File: config.mk
export PLATFORM = sky130hd
export DESIGN_NAME = smc_sleep_ctrl
export DESIGN_NICKNAME = d
export VERILOG_FILES = /design/src/hdl/smc_pkg.sv /design/src/hdl/smc_wake_decode.sv /design/src/hdl/smc_sleep_ctrl.sv
export SDC_FILE = /design/constraint.sdc
export NUM_CORES = 1
export LEC_CHECK = 0
export BUFFER_PORTS_ARGS = -buffer_cell sky130_fd_sc_hd__buf_2
export CAP_MARGIN = 20
export CORE_MARGIN = 2
export CORE_UTILIZATION = 40
export CTS_CLUSTER_SIZE = 24
export DETAILED_ROUTE_END_ITERATION = 6
export PLACE_DENSITY_LB_ADDON = 0.25
export SLEW_MARGIN = 20
export SYNTH_ARGS = -nofsm -noshare
export SYNTH_HDL_FRONTEND = slang
export SYNTH_SLANG_ARGS = --single-unit
File: constraint.sdc
create_clock -name mclk -period 3.75 [get_ports mclk]
set_clock_uncertainty 0.1 [all_clocks]
set_input_delay 0.1875 -clock mclk [delete_from_list [all_inputs] [get_ports mclk]]
set_output_delay 0.1875 -clock mclk [all_outputs]
set_load 0.05 [all_outputs]
File: src/hdl/smc_pkg.sv
package smc_pkg;

    // ==========================================================
    // Register map and field layout
    localparam logic [7:0] smc_reg_power_control = 8'h35;
    localparam logic [7:0] smc_reg_wake_status = 8'h36;
    localparam logic [7:0] smc_reg_clock_status = 8'h37;
    localparam logic [7:0] smc_power_control_reset = 8'h00;
    localparam int smc_sleep_enable_pos = 5;
    localparam int smc_mode_lsb = 2;
    localparam int smc_mode_msb = 4;
    localparam logic [31:0] smc_unmapped_read = 32'hdeadbeef;

    // ==========================================================
    // Timing
    localparam int smc_clk_mhz = 50;
    localparam int smc_standby_wake_cycles = 6;
    localparam int smc_irq_halt_cycles = 4;
    localparam logic [15:0] smc_default_startup_cycles = 16'h0006;

    // ==========================================================
    // Modes
    typedef enum logic [2:0] {
        smc_mode_idle = 3'b000,
        smc_mode_noise = 3'b001,
        smc_mode_powerdown = 3'b010,
        smc_mode_powersave = 3'b011,
        smc_mode_rsvd4 = 3'b100,
        smc_mode_rsvd5 = 3'b101,
        smc_mode_standby = 3'b110,
        smc_mode_ext_standby = 3'b111
    } smc_mode_type;

    // Clock gate enables, one per domain; 1 means the clock runs.
    typedef struct packed {
        logic cpu;
        logic flash;
        logic io;
        logic adc;
        logic asy;
        logic osc;
    } smc_clocks_type;

    localparam smc_clocks_type smc_all_running = 6'h3f;

    // Wake sources, each a level from the interrupt or reset logic.
    typedef struct packed {
        logic any_irq;
        logic adc_done;
        logic ext_reset;
        logic wdt_reset;
        logic bod_reset;
        logic two_wire_match;
        logic timer0_irq;
        logic spm_ready;
        logic [3:0] ext_irq_lines_high;
        logic [3:0] ext_irq_lines_low;
    } smc_wake_type;

    // Timer0 context that qualifies its wake in the asynchronous modes.
    typedef struct packed {
        logic timer0_async_clock_select;
        logic timer0_irq_enabled;
        logic global_irq_enable;
    } smc_timer_ctx_type;

endpackage

File: src/hdl/smc_wake_decode.sv
// Decides which wake events count in a given mode and what clocks that mode stops.
module smc_wake_decode
    import smc_pkg::*;
(
    input wire smc_mode_type mode,
    input wire smc_wake_type wake,
    input wire smc_timer_ctx_type tctx,
    output logic wake_hit,
    output logic reset_hit,
    output smc_clocks_type clocks
);

    logic ext_lines;
    logic timer_async_ok;

    always_comb begin
        ext_lines = (|wake.ext_irq_lines_low) | (|wake.ext_irq_lines_high);
        reset_hit = wake.ext_reset | wake.wdt_reset | wake.bod_reset;
        timer_async_ok = tctx.timer0_async_clock_select & tctx.timer0_irq_enabled
            & tctx.global_irq_enable & wake.timer0_irq;
        clocks = smc_all_running;
        wake_hit = 1'b0;
        case (mode)
            smc_mode_idle: begin
                clocks.cpu = 1'b0;
                clocks.flash = 1'b0;
                wake_hit = wake.any_irq | ext_lines | reset_hit;
            end
            smc_mode_noise: begin
                clocks.cpu = 1'b0;
                clocks.flash = 1'b0;
                clocks.io = 1'b0;
                wake_hit = wake.adc_done | reset_hit | wake.two_wire_match
                    | wake.timer0_irq | wake.spm_ready | ext_lines;
            end
            smc_mode_powerdown, smc_mode_standby: begin
                clocks = '0;
                clocks.osc = (mode == smc_mode_standby);
                wake_hit = reset_hit | wake.two_wire_match | ext_lines;
            end
            smc_mode_powersave, smc_mode_ext_standby: begin
                clocks = '0;
                clocks.asy = tctx.timer0_async_clock_select;
                clocks.osc = (mode == smc_mode_ext_standby);
                wake_hit = reset_hit | wake.two_wire_match | ext_lines
                    | timer_async_ok;
            end
            default: begin
                clocks.cpu = 1'b0;
                clocks.flash = 1'b0;
                wake_hit = wake.any_irq | ext_lines | reset_hit;
            end
        endcase
    end

endmodule // smc_wake_decode

File: src/hdl/smc_sleep_ctrl.sv
// What this block does
// Sleep instruction puts the device to sleep only while sleep enable bit is one.
// Software sets sleep enable just before sleeping and clears it after waking.
// Mode field bits 4..2 selects idle, noise, power-down, power-save, standby modes.
// Standby modes need an external crystal or resonator as clock source.
// Idle stops only core and flash clocks.
// Idle wakes on any enabled interrupt, external or internal.
// Entering idle or noise reduction starts a conversion when converter enabled.
// Noise reduction stops I/O, core and flash clocks.
// Noise reduction wakes on conversion done, resets, match, timer0, ready, lines.
// Power-down stops oscillator and all generated clocks.
// Power-down wakes on resets, address match or external interrupt lines.
// A level wake source holds its level long enough to be seen.
// Power-down wake waits a fuse-selected start-up period.
// Power-save is power-down plus async timer0 wake when enables set.
// Power-save stops all clocks except the asynchronous timer clock.
// Software uses power-down rather than power-save without async timer clock.
// Standby is power-down with oscillator running, waking within six cycles.
// Extended standby is power-save with oscillator running, six-cycle wake.
// Power control register at 0x35, all bits read/write, resets to zero.
// Interrupt wake halts four extra cycles; reset during sleep restarts from reset vector.
// Register file and data memory are kept across sleep.
// Reserved mode codes sleep as idle.
module smc_sleep_ctrl
    import smc_pkg::*;
#(
    parameter logic [15:0] startup_cycles = smc_default_startup_cycles
)
(
    input wire logic mclk,
    input wire logic nrst,
    input wire logic [7:0] avs_address,
    input wire logic avs_read,
    input wire logic avs_write,
    input wire logic [31:0] avs_writedata,
    output logic [31:0] avs_readdata,
    output logic avs_waitrequest,
    input wire logic sleep_instr,
    input wire logic clock_source_external_xtal,
    input wire logic adc_enabled,
    input wire smc_wake_type wake_in,
    input wire smc_timer_ctx_type timer_ctx,
    output smc_clocks_type clock_enables,
    output logic core_halted,
    output logic adc_start_conversion,
    output logic wake_via_reset,
    output logic wake_done
);

    // ==========================================================
    // Declarations
    typedef enum logic [2:0] {
        smc_st_run = 3'b000,
        smc_st_sleep = 3'b001,
        smc_st_startup = 3'b010,
        smc_st_halt = 3'b011
    } smc_state_type;

    smc_state_type state;
    smc_state_type next_state;
    logic [7:0] power_control_reg;
    smc_mode_type active_mode;
    smc_mode_type next_mode;
    logic [15:0] delay_count;
    logic [15:0] next_delay;
    logic wake_hit;
    logic reset_hit;
    logic reset_wake;
    logic next_reset_wake;
    logic accept_sleep;
    smc_clocks_type sleep_clocks;
    smc_wake_type wake_s1;
    smc_wake_type wake_s2;
    logic bus_ack;
    logic [7:0] wake_sticky;

    function automatic smc_mode_type smc_resolve_mode(input logic [2:0] code, input logic xtal);
        smc_mode_type m;
        m = smc_mode_type'(code);
        if (m == smc_mode_rsvd4 || m == smc_mode_rsvd5) begin
            m = smc_mode_idle;
        end
        if ((m == smc_mode_standby || m == smc_mode_ext_standby) && !xtal) begin
            m = smc_mode_idle;
        end
        return m;
    endfunction

    function automatic logic [15:0] smc_wake_delay(input smc_mode_type m,
                                                    input logic [15:0] startup);
        logic [15:0] d;
        d = 16'h0001;
        case (m)
            smc_mode_powerdown, smc_mode_powersave: d = startup;
            smc_mode_standby, smc_mode_ext_standby: d = 16'(smc_standby_wake_cycles);
            default: d = 16'h0001;
        endcase
        return d;
    endfunction

    // ==========================================================
    // Wake input synchroniser
    // Wake sources come from other clocks and pins, so each passes two stages.
    always_ff @(posedge mclk or negedge nrst) begin
        if (!nrst) begin
            wake_s1 <= '0;
        end else begin
            wake_s1 <= wake_in;
        end
    end

    always_ff @(posedge mclk or negedge nrst) begin
        if (!nrst) begin
            wake_s2 <= '0;
        end else begin
            wake_s2 <= wake_s1;
        end
    end

    smc_wake_decode u_decode (
        .mode(active_mode),
        .wake(wake_s2),
        .tctx(timer_ctx),
        .wake_hit(wake_hit),
        .reset_hit(reset_hit),
        .clocks(sleep_clocks)
    );

    // ==========================================================
    // Sleep sequencer
    assign accept_sleep = sleep_instr & power_control_reg[smc_sleep_enable_pos];

    always_comb begin
        next_state = state;
        next_mode = active_mode;
        next_delay = delay_count;
        next_reset_wake = reset_wake;
        case (state)
            smc_st_run: begin
                if (accept_sleep) begin
                    next_state = smc_st_sleep;
                    next_mode = smc_resolve_mode(
                        power_control_reg[smc_mode_msb:smc_mode_lsb],
                        clock_source_external_xtal);
                    next_reset_wake = 1'b0;
                end
            end
            smc_st_sleep: begin
                if (wake_hit) begin
                    next_state = smc_st_startup;
                    next_delay = smc_wake_delay(active_mode, startup_cycles);
                    next_reset_wake = reset_hit;
                end
            end
            smc_st_startup: begin
                if (delay_count <= 16'h0001) begin
                    // A reset wake skips the interrupt halt: the core restarts at the reset vector.
                    next_state = reset_wake ? smc_st_run : smc_st_halt;
                    next_delay = 16'(smc_irq_halt_cycles);
                end else begin
                    next_delay = delay_count - 16'h0001;
                end
            end
            smc_st_halt: begin
                if (delay_count <= 16'h0001) begin
                    next_state = smc_st_run;
                end else begin
                    next_delay = delay_count - 16'h0001;
                end
            end
            default: next_state = smc_st_run;
        endcase
    end

    always_ff @(posedge mclk or negedge nrst) begin
        if (!nrst) begin
            state <= smc_st_run;
        end else begin
            state <= next_state;
        end
    end

    always_ff @(posedge mclk or negedge nrst) begin
        if (!nrst) begin
            active_mode <= smc_mode_idle;
        end else begin
            active_mode <= next_mode;
        end
    end

    // The delay counter serves both the start-up wait and the interrupt halt.
    always_ff @(posedge mclk or negedge nrst) begin
        if (!nrst) begin
            delay_count <= 16'h0000;
        end else begin
            delay_count <= next_delay;
        end
    end

    always_ff @(posedge mclk or negedge nrst) begin
        if (!nrst) begin
            reset_wake <= 1'b0;
        end else begin
            reset_wake <= next_reset_wake;
        end
    end

    // ==========================================================
    // Outputs
    // Clocks come back already in start-up so the oscillator can settle before the core runs.
    always_ff @(posedge mclk or negedge nrst) begin
        if (!nrst) begin
            clock_enables <= smc_all_running;
        end else begin
            clock_enables <= (next_state == smc_st_sleep) ? next_mode_clocks() : smc_all_running;
            if (next_state == smc_st_halt) begin
                clock_enables.cpu <= 1'b0;
                clock_enables.flash <= 1'b0;
            end
        end
    end

    always_ff @(posedge mclk or negedge nrst) begin
        if (!nrst) begin
            core_halted <= 1'b0;
        end else begin
            // Only clock gating happens here; register file and memory are never touched.
            core_halted <= (next_state != smc_st_run);
        end
    end

    always_ff @(posedge mclk or negedge nrst) begin
        if (!nrst) begin
            adc_start_conversion <= 1'b0;
        end else begin
            adc_start_conversion <= (state == smc_st_run) && accept_sleep && adc_enabled
                && (next_mode == smc_mode_idle || next_mode == smc_mode_noise);
        end
    end

    always_ff @(posedge mclk or negedge nrst) begin
        if (!nrst) begin
            wake_via_reset <= 1'b0;
        end else begin
            wake_via_reset <= (state != smc_st_run) && (next_state == smc_st_run)
                && reset_wake;
        end
    end

    always_ff @(posedge mclk or negedge nrst) begin
        if (!nrst) begin
            wake_done <= 1'b0;
        end else begin
            wake_done <= (state != smc_st_run) && (next_state == smc_st_run);
        end
    end

    // The decoder follows the registered mode, so on entry the gating is worked out here too.
    function automatic smc_clocks_type next_mode_clocks();
        smc_clocks_type c;
        c = sleep_clocks;
        if (state == smc_st_run) begin
            c = smc_all_running;
            c.cpu = 1'b0;
            c.flash = 1'b0;
            if (next_mode != smc_mode_idle) begin
                c.io = 1'b0;
            end
            if (next_mode != smc_mode_idle && next_mode != smc_mode_noise) begin
                c.adc = 1'b0;
                c.asy = timer_ctx.timer0_async_clock_select
                    && (next_mode == smc_mode_powersave || next_mode == smc_mode_ext_standby);
                c.osc = (next_mode == smc_mode_standby || next_mode == smc_mode_ext_standby);
            end
        end
        return c;
    endfunction

    // ==========================================================
    // Register bus
    // One wait cycle on every access keeps read data registered.
    // Writes land at the edge that completes the transfer, where waitrequest is seen low.
    always_ff @(posedge mclk or negedge nrst) begin
        if (!nrst) begin
            bus_ack <= 1'b0;
        end else begin
            bus_ack <= (avs_read | avs_write) & ~bus_ack;
        end
    end

    always_ff @(posedge mclk or negedge nrst) begin
        if (!nrst) begin
            avs_waitrequest <= 1'b1;
        end else begin
            avs_waitrequest <= ~((avs_read | avs_write) & ~bus_ack);
        end
    end

    always_ff @(posedge mclk or negedge nrst) begin
        if (!nrst) begin
            power_control_reg <= smc_power_control_reset;
        end else if (avs_write && bus_ack && avs_address == smc_reg_power_control) begin
            power_control_reg <= avs_writedata[7:0];
        end
    end

    // Wake history, set on every return to run; set wins over a software clear in the same cycle.
    always_ff @(posedge mclk or negedge nrst) begin
        if (!nrst) begin
            wake_sticky <= 8'h00;
        end else begin
            wake_sticky[0] <= (wake_sticky[0] & ~(avs_write && bus_ack
                && avs_address == smc_reg_wake_status && avs_writedata[0]))
                | ((state != smc_st_run) && (next_state == smc_st_run));
            wake_sticky[7:1] <= 7'h00;
        end
    end

    always_ff @(posedge mclk or negedge nrst) begin
        if (!nrst) begin
            avs_readdata <= 32'h0000_0000;
        end else if (avs_read && !bus_ack) begin
            case (avs_address)
                smc_reg_power_control: avs_readdata <= {24'h000000, power_control_reg};
                smc_reg_wake_status: avs_readdata <= {24'h000000, wake_sticky};
                // Sequencer state sits in bits 10..8, the live clock gates in bits 5..0.
                smc_reg_clock_status: avs_readdata <= {16'h0000, 5'h00, state,
                    2'h0, clock_enables};
                default: avs_readdata <= smc_unmapped_read;
            endcase
        end
    end

endmodule // smc_sleep_ctrl

* Word level (Yosys, flattened, before mapping)
Index checks and enable logic that the tools add are counted.
Storage, ports and cells: latch bits 0, register bits after elaboration 108, logic and storage cells 155, memory bits (writable) 0, input port bits 66, memory bits (read-only) 0, memories kept 0, output and inout port bits 43
Operators by class: $mul 0, multiplexer cells 29, reduce and logical (&&, ||, !) cells 36, order comparisons 1, bitwise logic cells 24, equality and inequality tests 25, add/sub/neg operators 1, shift-type cells 0, divide/modulo/power cells 0
Operators by type and width (count):
- case mux 32 bit (3 select lines) | 1
- 2-to-1 mux 16 bit | 3
- case mux 16 bit (3 select lines) | 1
- 2-to-1 mux 3 bit | 12
- == test 3 bit, second input constant | 8
- == test 8 x 6 -> 1 bit, second input constant | 3
- == test 3 x 2 -> 1 bit, second input constant | 6
- <= comparator 16 x 1 -> 1 bit, second input constant | 1
- subtractor 16 x 1 -> 16 bit, second input constant | 1
- OR 1 bit | 15
- logical AND 1 bit | 13
- == test 3 x 1 -> 1 bit, second input constant | 4
- case mux 3 bit (4 select lines) | 1
- nonzero test 3 bit | 4
- OR reduction 4 bit | 3
- logical NOT 3 bit | 3
- bitwise AND 1 bit | 6
- 2-to-1 mux 6 bit | 1
- case mux 3 bit (2 select lines) | 1
- AND reduction 3 bit | 2
- logical OR 1 bit | 5
- OR reduction 5 bit | 1
- 2-to-1 mux 1 bit | 4
- 2-to-1 mux 2 bit | 2
- other kinds (10) | 15

* Longest topological paths before layout
Gate-level depths: netlist (run 1).
depth after elaboration 18, gate-level depth with buffers 9, depth with buffers taken out 7

* Hierarchy
A second synthesis (run 1) with hierarchy kept.
Unflattened totals: cells, all modules 357, area, all modules 3868.7 sq um
Modules (own cells, without submodules):
- smc_sleep_ctrl | area each 3742.3 sq um, cells an instance 338, seq. area each 2210.9 sq um, instances 1
- smc_wake_decode | area each 126.4 sq um, cells an instance 19, seq. area each 0.0 sq um, instances 1

* Worst setup path after synthesis (run 1)
OpenSTA, ideal clock, no wires.
kind flip-flop to flip-flop, from register delay_count[0], to register delay_count[12], required time 3.506 ns, setup slack 1.460 ns, arrival 2.045 ns, cell stages (with the launch flop) 10, path buffers 2, clock period less this slack 2.290 ns, library setup time 0.144 ns, path through dfrtp_1 -> inv_1 -> ha_1 -> nor2_1 -> and4b_1 -> clkbuf_1 -> a41oi_1 -> o31a_1 -> buf_2 -> o211ai_2
Between the ends: word-level cells in the longest chain between the ends 3, elaborated cells on any way between the ends 7, those cells by class 1 x add/sub; 1 x order compare; 1 x eq/ne; 3 x mux; 1 x reduce/logical
Ends and longest elaborated chain:
- from (decl) | RTL line smc_sleep_ctrl.sv:64 | logic [15:0] delay_count;
- from (signal assigned) | RTL line smc_sleep_ctrl.sv:196 | delay_count <= next_delay;
- subtractor 16 x 1 -> 16 bit / <= comparator 16 x 1 -> 1 bit (equally long branches)
- 2-to-1 mux 16 bit (tied with other cells) | RTL line smc_sleep_ctrl.sv:165 | if (delay_count <= 16'h0001) begin
- case mux 16 bit (3 select lines) / AND reduction 3 bit (equally long branches)
Several ways; a longest one is shown, not always the timed one. The select of a mux whose other input is x is not followed. A chain may end at the register's enable or synchronous reset.

* Final worst setup path (run 1)
from register delay_count[0], to register delay_count[1]
The elaborated chain is that of the path after synthesis.

==> results of run 1 <==
==> metrics by stage <==
stage | area, sq um | cells | power [mW]
after global routing | 4850 | 600 | 2.16
final | 4850 | 600 | 2.06
after detailed placement | 4370 | 557 | 1.38
after floorplan | 4030 | 383 | 1.29
after CTS | 4850 | 600 | 2.09
after global placement | 4370 | 557 | 1.37
==> power breakdown <==
group          internal [mW]  switching [mW]
clock network          0.322           0.360
registers               1.01          0.0614
logic                  0.104           0.206
total                   1.44           0.627
==> logic make-up after synthesis <==
logic type	after synthesis	synth area share [%]
flops	87	54.6
compound gates	86	15.4
fa+ha+maj	3	0.938
simple gates	115	15.8
mux	18	4.88
buf+inv	67	8.31
other cells	1	0.0937
==> worst max path at each step <==
stage	startpoint	to	slack, ns	depth (start not counted)
floorplan	delay_count[0]	delay_count[12]	1.46	9
global placement	delay_count[0]	delay_count[0]	1.06	7
detailed placement	delay_count[0]	delay_count[1]	1.00	7
CTS	delay_count[0]	delay_count[1]	0.99	7
global route	delay_count[0]	delay_count[1]	0.74	7
finish	delay_count[0]	delay_count[1]	1.01	7
==> area by class of cell <==
cell class | instances | share of cell area [%]
clock buffer | 9 | 2.55
clock inverter | 7 | 1.73
inverter | 28 | 2.17
multi-input combinational | 229 | 31.1
sequential | 87 | 45.0
tap | 133 | 3.43
timing repair buffer | 107 | 14.0
==> layer usage <==
metal,routed length [um],share of wire (%),vias up,global-route usage (%)
met3,377,4.7,10,3.07
li1,-,-,1478,-
met5,0,0,-,0
met1,3880,48,1464,21.0
met2,3680,46,96,24.5
met4,97,1.2,0,6.18
==> worst min-delay path, stage by stage <==
cell	delay (ns)
buf_2	0.11
nor2_1	0.08
or2_2	0.12
==> cell usage in the layout, fill, tap and decap left out, types with 3 or more instances in the layout <==
master,count
a31o_2,3
nor3_1,11
o21bai_1,4
dfrtp_1,81
inv_1,28
nand2_1,25
dlygate4sd3_1,27
buf_2,77
and3_1,3
o21ai_1,5
or2_2,4
a2111oi_0,3
nand2b_1,8
ha_1,3
mux2i_1,6
nor2_1,17
nor2b_1,3
nor4_1,4
clkbuf_8,9
a211oi_1,5
inv_6,4
mux2_2,12
nand3_1,12
or3_1,3
nand4_1,7
o211ai_2,6
a41oi_1,4
o21ai_0,14
dfstp_2,6
buf_4,3
conb_1,7
a31oi_1,4
and2_1,4
a21oi_1,19
==> summary.md, run 1 <==
| Metric | Value |
|---|---|
| Yosys reg bits | 87 |
| GPL Wtd Cong | 0.826 |
| Crit Path Class | reg2reg |
| Crit-path leading delay family | compound AO/OA/AOI/OAI gates |
| Drt pass-1 iters | 4 |
| Post-synth EDFFs | 0 |
| Top cells by area, synth | dfrtp_1 51%, dfstp_2 3.9%, buf_4 3.9% |
| CTS root buf | clkbuf_8 |
| N_diodes | 0 |
| Synth cell types | 57 |
| Syn avg cell area | 10.6 sq um |
| Worst path cell trace | inv_1 -> ha_1 -> nor2_1 -> and4b_1 -> a41oi_1 -> o31a_1 -> mux2i_1 |
| Reg2Reg Launch Point | delay_count[0] |
| DRT Wirelength | 8030 um |
| Port Buf Inserts | 78 |
| Core area | 9730 sq um |
| DIE WIDTH | 104 um |
| Wire per inst | 13.4 um |
| Multi-input gate area | 1510 sq um |
| DP Wirelength | 5590 um |
| Fillers | 907 |
| Grt ovf | 0 |
| Hold_buf cts | 27 |
| Slowest CP cell | o31a_1 |
| Cell Area, Synth | 4000 sq um |
| Register Area | 2180 sq um |
| Max_cap viols | 0 |
| PD cells | 425 nW/um^2 |
| Cell count after synthesis | 377 |
| Initial antenna violation count | 0 |
| Final setup viols | 0 |
| RSZ-0062 raised after global routing | no |
| Die height | 104 um |
| Via count | 3048 |
| Hold Path Cell Cnt | 3 |
| Row cnt | 36 |
| DR vias/cell | 5.08 |
| Slew headroom | 40.3% |
| Slew Viols, Final | 0 |
| Reg2reg path depth | 7 |
| Critical Path RT | 3.93 ns |
| Number of buffers added for setup after CTS | 0 |
| Worst-Skew Late Latency | 0.36 ns |
| Critical path's largest stage delay | 0.68 ns |
| Global-route usage over all layers | 15.5% |
| Primary FF master, synth | dfrtp_1 |
| Initial DRC count | 156 |
| Outcome | finished clean |
| Post-synthesis sequential area ratio | 54.6% |
| Final hold vios | 0 |
| Worst Setup Slack, final | 1.01 ns |
| Nets | 531 |
| Post-synth top area share | 50.6% |
| Post-CTS sizing | 0 |
| Tmin final | 2.74 ns |
| Setup WS pre-CTS | 1.00 ns |
| Hold Crit Endpoint | avs_waitrequest |
| Worst Path Buf+Inv | 1 |
| TNS Setup | 0 ns |
| Asr flop ratio synth | 100% |
| Vias in the first global route | 2921 |
| Critical Path End Type | register |
| Worst Tran Pin Value | 0.895 ns |
| Initial Utilization | 41.1% |
| Share of cells above drive strength 1 | 28.7% |
| Largest net degree at the start of global routing | 59 |
| Crit Path Max Fanout | 14 |
| Hold slack final | 0.0592 ns |
| First-pass GRT wire length | 13800 um |
| Fmax | 365 MHz |
| Peak supply drop | 0.211 mV |
| CTS Sinks | 87 |
| Area Growth Syn to Fin | 21.2% |
| Pleak | 2.18 nW |
| Number of H-tree levels | 3 |
| Post-route antenna net violation count | 0 |
| # DRC | 0 |
| Largest registers | delay_count x16, wake_s1 x16, wake_s2 x16 |
| Worst EP arrival | 2.92 ns |
| Top cell type by total area after synthesis | dfrtp_1 |
| Reg2Reg Setup Slack | 1.01 ns |
| Clk slew on worst S/H paths | 0.09 ns |
| Min-delay src | avs_read |
| Startpoint types | register |
| CTS Buf Count | 9 |
| R2r endpoint | delay_count[1] |
| Fin crit share | 73.1% |
| CTS tree | done |
| Final core utilization | 49.8% |
| Warnings, synthesis | 0 |
| I/O pins | 109 |
| Max clock buf depth | 2 |
| Top cells by count, synth | 81 x dfrtp_1, 28 x inv_1, 25 x nand2_1 |
| Worst min path class | in2reg |
| Most common cell in the synthesized netlist | dfrtp_1 |
| Total Die Area | 10800 sq um |
No activity file was read; power rests on OpenSTA's default activity.
==> run 2: changes to the inputs <==
- clock period: 3.75 -> 2.7 ns (I/O delays scaled with it)
==> summary.md, run 2 (synthesis results as in run 1) <==
| Metric | Value |
|---|---|
| Crit Path Class | reg2reg |
| Row cnt | 36 (unchanged) |
| Largest registers | delay_count x16, wake_s1 x16, wake_s2 x16 |
| Slew headroom | 49.0% (+8.7 points) |
| DR vias/cell | 5.03 (-0.93%) |
| # DRC | 0 (unchanged) |
| Max_cap viols | 0 (unchanged) |
| Placed Area | 4440 sq um (+1.5%) |
| I/O pins | 109 (unchanged) |
| Critical Path End Type | register |
| Most frequent cells in the layout | 81 x dfrtp_1, 77 x buf_2, 29 x dlygate4sd3_1, 28 x inv_1, 25 x nand2_1 |
| Global-route usage over all layers | 15.7% (+0.25 points) |
| Worst min path class | in2reg |
| Critical Path RT | 2.87 ns (-1.06 ns) |
| Initial antenna violation count | 0 (unchanged) |
| Slowest CP cell | or4_4 |
| DIE WIDTH | 104 um (unchanged) |
| Fmax | 443 MHz (+21%) |
| Grt ovf | 0 (unchanged) |
| Commonest non-fill, non-tap cell in the layout | dfrtp_1 |
| Worst path cell trace | or4_4 -> o2bb2ai_1 -> o221ai_1 -> o31a_1 -> buf_4 -> a211oi_1 |
| Peak supply drop | 0.310 mV (+47%) |
| Clk slew on worst S/H paths | 0.09 ns (about the same) |
| Largest net degree at the start of global routing | 88 (+49%) |
| Pleak | 2.24 nW (+2.8%) |
| Crit Path Max Fanout | 14 (unchanged) |
| Die height | 104 um (unchanged) |
| Fillers | 895 (-1.3%) |
| Fin crit share | 83.7% (+11 points) |
| Worst Path Buf+Inv | 1 (unchanged) |
| Via count | 3075 (+0.89%) |
| Crit-path leading delay family | compound AO/OA/AOI/OAI gates |
| Port Buf Inserts | 78 (unchanged) |
| Outcome | finished clean |
| RSZ-0062 raised after global routing | no |
| Overall power | 2.89 mW (+40%) |
| Worst-Skew Late Latency | 0.36 ns (about the same) |
| Share of cells above drive strength 1 | 29.9% (+1.2 points) |
| Final setup viols | 0 (unchanged) |
| GPL Wtd Cong | 0.852 (+3.1%) |
| Hold_buf cts | 29 (+7.4%) |
| Worst Tran Pin Value | 0.765 ns (-0.130 ns) |
| CTS Sinks | 87 (unchanged) |
| Nets | 542 (+2.1%) |
| PD cells | 584 nW/um^2 (+37%) |
| Max clock buf depth | 2 (unchanged) |
| Critical path's largest stage delay | 0.54 ns (-0.14 ns) |
| Slew Viols, Final | 0 (unchanged) |
| Number of buffers added for setup after CTS | 0 (unchanged) |
| Core area | 9730 sq um (unchanged) |
| Startpoint types | register |
| Total Die Area | 10800 sq um (unchanged) |
| Final hold vios | 0 (unchanged) |
| Worst EP arrival | 2.43 ns (-0.49 ns) |
| Initial Utilization | 41.1% (unchanged) |
| Hold slack final | 0.0183 ns (-0.0408 ns) |
| Number of H-tree levels | 3 (unchanged) |
| Initial DRC count | 154 (-1.3%) |
| CTS root buf | clkbuf_8 |
| TNS Setup | 0 ns (unchanged) |
| CTS tree | done |
| Wire per inst | 13.4 um (about the same) |
| N_diodes | 0 (unchanged) |
| DRT Wirelength | 8180 um (+1.8%) |
| Drt pass-1 iters | 4 (unchanged) |
| DP Wirelength | 5610 um (+0.35%) |
| Post-route antenna net violation count | 0 (unchanged) |
| Area Growth Syn to Fin | 23.6% |
| Post-CTS sizing | 0 (unchanged) |
| Post-Layout Inst Area | 4950 sq um (+2.0%) |
| CTS Buf Count | 9 (unchanged) |
| First-pass GRT wire length | 14000 um (+2.0%) |
| Vias in the first global route | 2964 (+1.5%) |
| Tmin final | 2.26 ns (-0.482 ns) |
run 2: cell count changes in the layout (fill, tap and decap cells not counted), sizes merged:
cell | before | now
inv | 33 | 31
clkinv | 0 | 2
dlygate4sd3 | 27 | 29
buf | 80 | 89
run 2: worst paths after layout:
| check | start | end | slack (ns) | cells after the start |
|---|---|---|---|---|
| max in group asynchronous | nrst | wake_s2[3] | 1.69 | 2 |
| min | avs_address[7] | avs_readdata[8] | 0.02 | 4 |
| max reg2reg | wake_s2[5] | delay_count[2] | 0.44 | 6 |
| max | wake_s2[5] | delay_count[2] | 0.44 | 6 |
| min reg2reg | wake_s1[2] | wake_s2[2] | 0.26 | 0 |
| min in group asynchronous | nrst | bus_ack | 0.29 | 2 |
run 2: per-layer routing:
layer / GRT usage [%] / wire [um] / vias to the layer above
li1: - / - / 1505
met1: 21.4 / 3830 / 1471
met2: 25.0 / 3800 / 91
met3: 4.07 / 455 / 8
met4: 4.54 / 95 / 0
met5: 0 / 0 / -
run 2: final cells by class:
class	instances	area, sq um	share of cell area (%)
sequential	87	2180	44.1
multi-input combinational	229	1510	30.5
timing repair buffer	118	769	15.5
tap	133	166	3.36
clock buffer	9	124	2.50
inverter	28	105	2.12
clock inverter	7	91.3	1.85
run 2: where the power goes:
part           leakage (nW)  total [mW]  switching (mW)  internal [mW]
combinational          1.09       0.438           0.285          0.153
clock                 0.105       0.961           0.511          0.450
sequential             1.04        1.49          0.0864           1.40
run 2: worst reg2reg max path, cell delays in order, from the launching register on:
cell and delay (ns):
dfrtp_1 0.39, or4_4 0.54, o2bb2ai_1 0.19, o221ai_1 0.21, o31a_1 0.34, buf_4 0.20, a211oi_1 0.20
run 2: through the flow:
stage | std cells | setup WS (ns) | utilization [%]
after detailed placement | 566 | 0.447 | 45.6
after global placement | 566 | 0.480 | 45.6
after global routing | 611 | 0.292 | 50.9
after floorplan | 383 | 0.410 | -
after CTS | 611 | 0.417 | 50.8
final | 611 | 0.440 | 50.9
==> run 3: changes to the inputs <==
- clock period: 2.7 -> 2.15 ns (I/O delays scaled with it)
==> summary.md, run 3 (synthesis results as in run 1) <==
| Metric | Value |
|---|---|
| Die height | 104 um (unchanged) |
| Worst min path class | in2reg |
| Outcome | finished clean |
| Slew Viols, Final | 0 (unchanged) |
| Fin crit share | 99.5% (+16 points) |
| Port Buf Inserts | 78 (unchanged) |
| CTS tree | done |
| Initial antenna violation count | 0 (unchanged) |
| CTS Sinks | 87 (unchanged) |
| RSZ-0062 raised after global routing | yes |
| Wire per inst | 12.9 um (-3.7%) |
| Tmin final | 2.14 ns (-0.120 ns) |
| Clk slew on worst S/H paths | 0.09 ns (about the same) |
| Fmax | 467 MHz (+5.6%) |
| Vias in the first global route | 2936 (-0.94%) |
| Drt pass-1 iters | 4 (unchanged) |
| Placed Area | 4640 sq um (+4.6%) |
| DRT Wirelength | 8270 um (+1.1%) |
| Initial Utilization | 41.1% (unchanged) |
| Hold Path Cell Cnt | 4 (unchanged) |
| Crit Path Max Fanout | 13 (-1) |
| Max clock buf depth | 2 (unchanged) |
| Via count | 3207 (+4.3%) |
| Largest net degree at the start of global routing | 48 (-45%) |
| Worst Path Buf+Inv | 1 (unchanged) |
| Post-route antenna net violation count | 0 (unchanged) |
| Non-filler cells, final | 641 (+4.9%) |
| Worst Tran Pin Value | 0.530 ns (-0.235 ns) |
| Number of H-tree levels | 3 (unchanged) |
| Critical Path End Type | register |
| Crit-path leading delay family | compound AO/OA/AOI/OAI gates |
| Max_cap viols | 0 (unchanged) |
| Share of cells above drive strength 1 | 34.8% (+4.9 points) |
| Global-route usage over all layers | 15.8% (+0.094 points) |
| Area Growth Syn to Fin | 32.0% |
| R2r endpoint | delay_count[1] |
| DP Wirelength | 5800 um (+3.5%) |
| Crit Path Class | reg2reg |
| Pleak | 2.41 nW (+7.6%) |
| CTS root buf | clkbuf_8 |
| Slew headroom | 64.6% (+16 points) |
| CTS Buf Count | 9 (unchanged) |
| Placed cells | 588 (+3.9%) |
| Hold Crit Endpoint | active_mode[2] |
| Row cnt | 36 (unchanged) |
| Worst EP arrival | 2.28 ns (-0.15 ns) |
| I/O pins | 109 (unchanged) |
| Core area | 9730 sq um (unchanged) |
| Peak supply drop | 0.512 mV (+65%) |
| Worst-Skew Late Latency | 0.36 ns (about the same) |
| Slowest CP cell | or4_4 |
| Grt ovf | 0 (unchanged) |
| Reg2Reg Launch Point | wake_s2[6] |
| Reg2Reg Setup Slack | 0.01 ns (-0.43 ns) |
| Most frequent cells in the layout | 81 x dfrtp_1, 77 x buf_2, 36 x buf_4, 33 x dlygate4sd3_1, 28 x inv_1 |
| N_diodes | 0 (unchanged) |
| Critical path's largest stage delay | 0.56 ns (+0.02 ns) |
| Worst path cell trace | or4_4 -> o311a_4 -> o31a_1 -> buf_12 -> mux2i_1 |
| DIE WIDTH | 104 um (unchanged) |
| # DRC | 0 (unchanged) |
| Final setup viols | 0 (unchanged) |
| Commonest non-fill, non-tap cell in the layout | dfrtp_1 |
| Startpoint types | register |
| GPL Wtd Cong | 0.807 (-5.2%) |
| Post-Layout Inst Area | 5280 sq um (+6.8%) |
| Reg2reg path depth | 5 (-1) |
| PD cells | 706 nW/um^2 (+21%) |
| Overall power | 3.73 mW (+29%) |
| Initial DRC count | 141 (-8.4%) |
| Largest registers | delay_count x16, wake_s1 x16, wake_s2 x16 |
| First-pass GRT wire length | 14000 um (-0.39%) |
| Critical Path RT | 2.29 ns (-0.58 ns) |
| DR vias/cell | 5.00 (-0.59%) |
| Final hold vios | 0 (unchanged) |
| Nets | 572 (+5.5%) |
| Min-delay src | clock_source_external_xtal |
| Total Die Area | 10800 sq um (unchanged) |
run 3: changes by cell type in the layout (fill, tap and decap cells not counted), moves of 2 or more:
| cell | change |
|---|---|
| a41oi_1 | -3 |
| a41oi_2 | +3 |
| buf_12 | +2 |
| buf_4 | +25 |
| dlygate4sd3_1 | +4 |
run 3: timing repair:
item | 4_1_cts | 5_1_grt
hold buffers | 33 | 0
gates resized for setup | 4 | 8
hold endpoints to repair | 71 | 0
endpoints found under the setup margin | 6 | 19
pin swaps | 4 | 1
buffers inserted | 0 | 4
run 3: power by group:
part / total (mW) / switching, mW / internal [mW]
logic: 0.615 / 0.379 / 0.235
registers: 1.87 / 0.104 / 1.76
clock network: 1.25 / 0.585 / 0.663
total: 3.73 / 1.07 / 2.66
run 3: how the worst max path moves through the flow:
stage / startpoint / cells after the start / to
after floorplan: delay_count[0] / 9 / delay_count[12]
after detailed placement: wake_s2[5] / 4 / delay_count[14]
final: wake_s2[6] / 5 / delay_count[1]
after global placement: wake_s2[5] / 4 / delay_count[14]
after CTS: wake_s2[6] / 5 / delay_count[14]
after global routing: delay_count[1] / 8 / delay_count[1]
run 3: cell type report:
| cell class | count | area [sq um] |
|---|---|---|
| Timing Repair Buffer | 148 | 1030 |
| Clock buffer | 10 | 128 |
| Fill cell | 860 | 4450 |
| Clock inverter | 6 | 91.3 |
| Sequential cell | 87 | 2180 |
| Tap cell | 133 | 166 |
| Inverter | 28 | 105 |
| Multi-Input combinational cell | 229 | 1580 |
run 3: metrics by stage:
stage	setup slack, ns	hold WS (ns)	utilization, %	TNS [ns]
detailed placement	-0.0647	0.0260	47.7	-0.187
finish	0.00976	0.0401	54.3	0
global route	-0.0627	0.0432	54.3	-0.327
CTS	-0.00643	0.0168	53.7	-0.0128
global placement	-0.0418	0.0152	47.7	-0.115
floorplan	0.00425	-0.288	-	0
run 3: worst register-to-register path: stages, from the launching register on:
cell and delay (ns):
dfrtp_1 0.39, or4_4 0.56, o311a_4 0.35, o31a_1 0.34, buf_12 0.17, mux2i_1 0.12
run 3: metal layers:
layer	global-route usage, %	vias to the layer above	part of all wire [%]
li1	-	1565	-
met1	21.4	1528	48
met2	25.2	102	45
met3	3.07	12	5.1
met4	6.37	0	1.8
met5	0	-	0
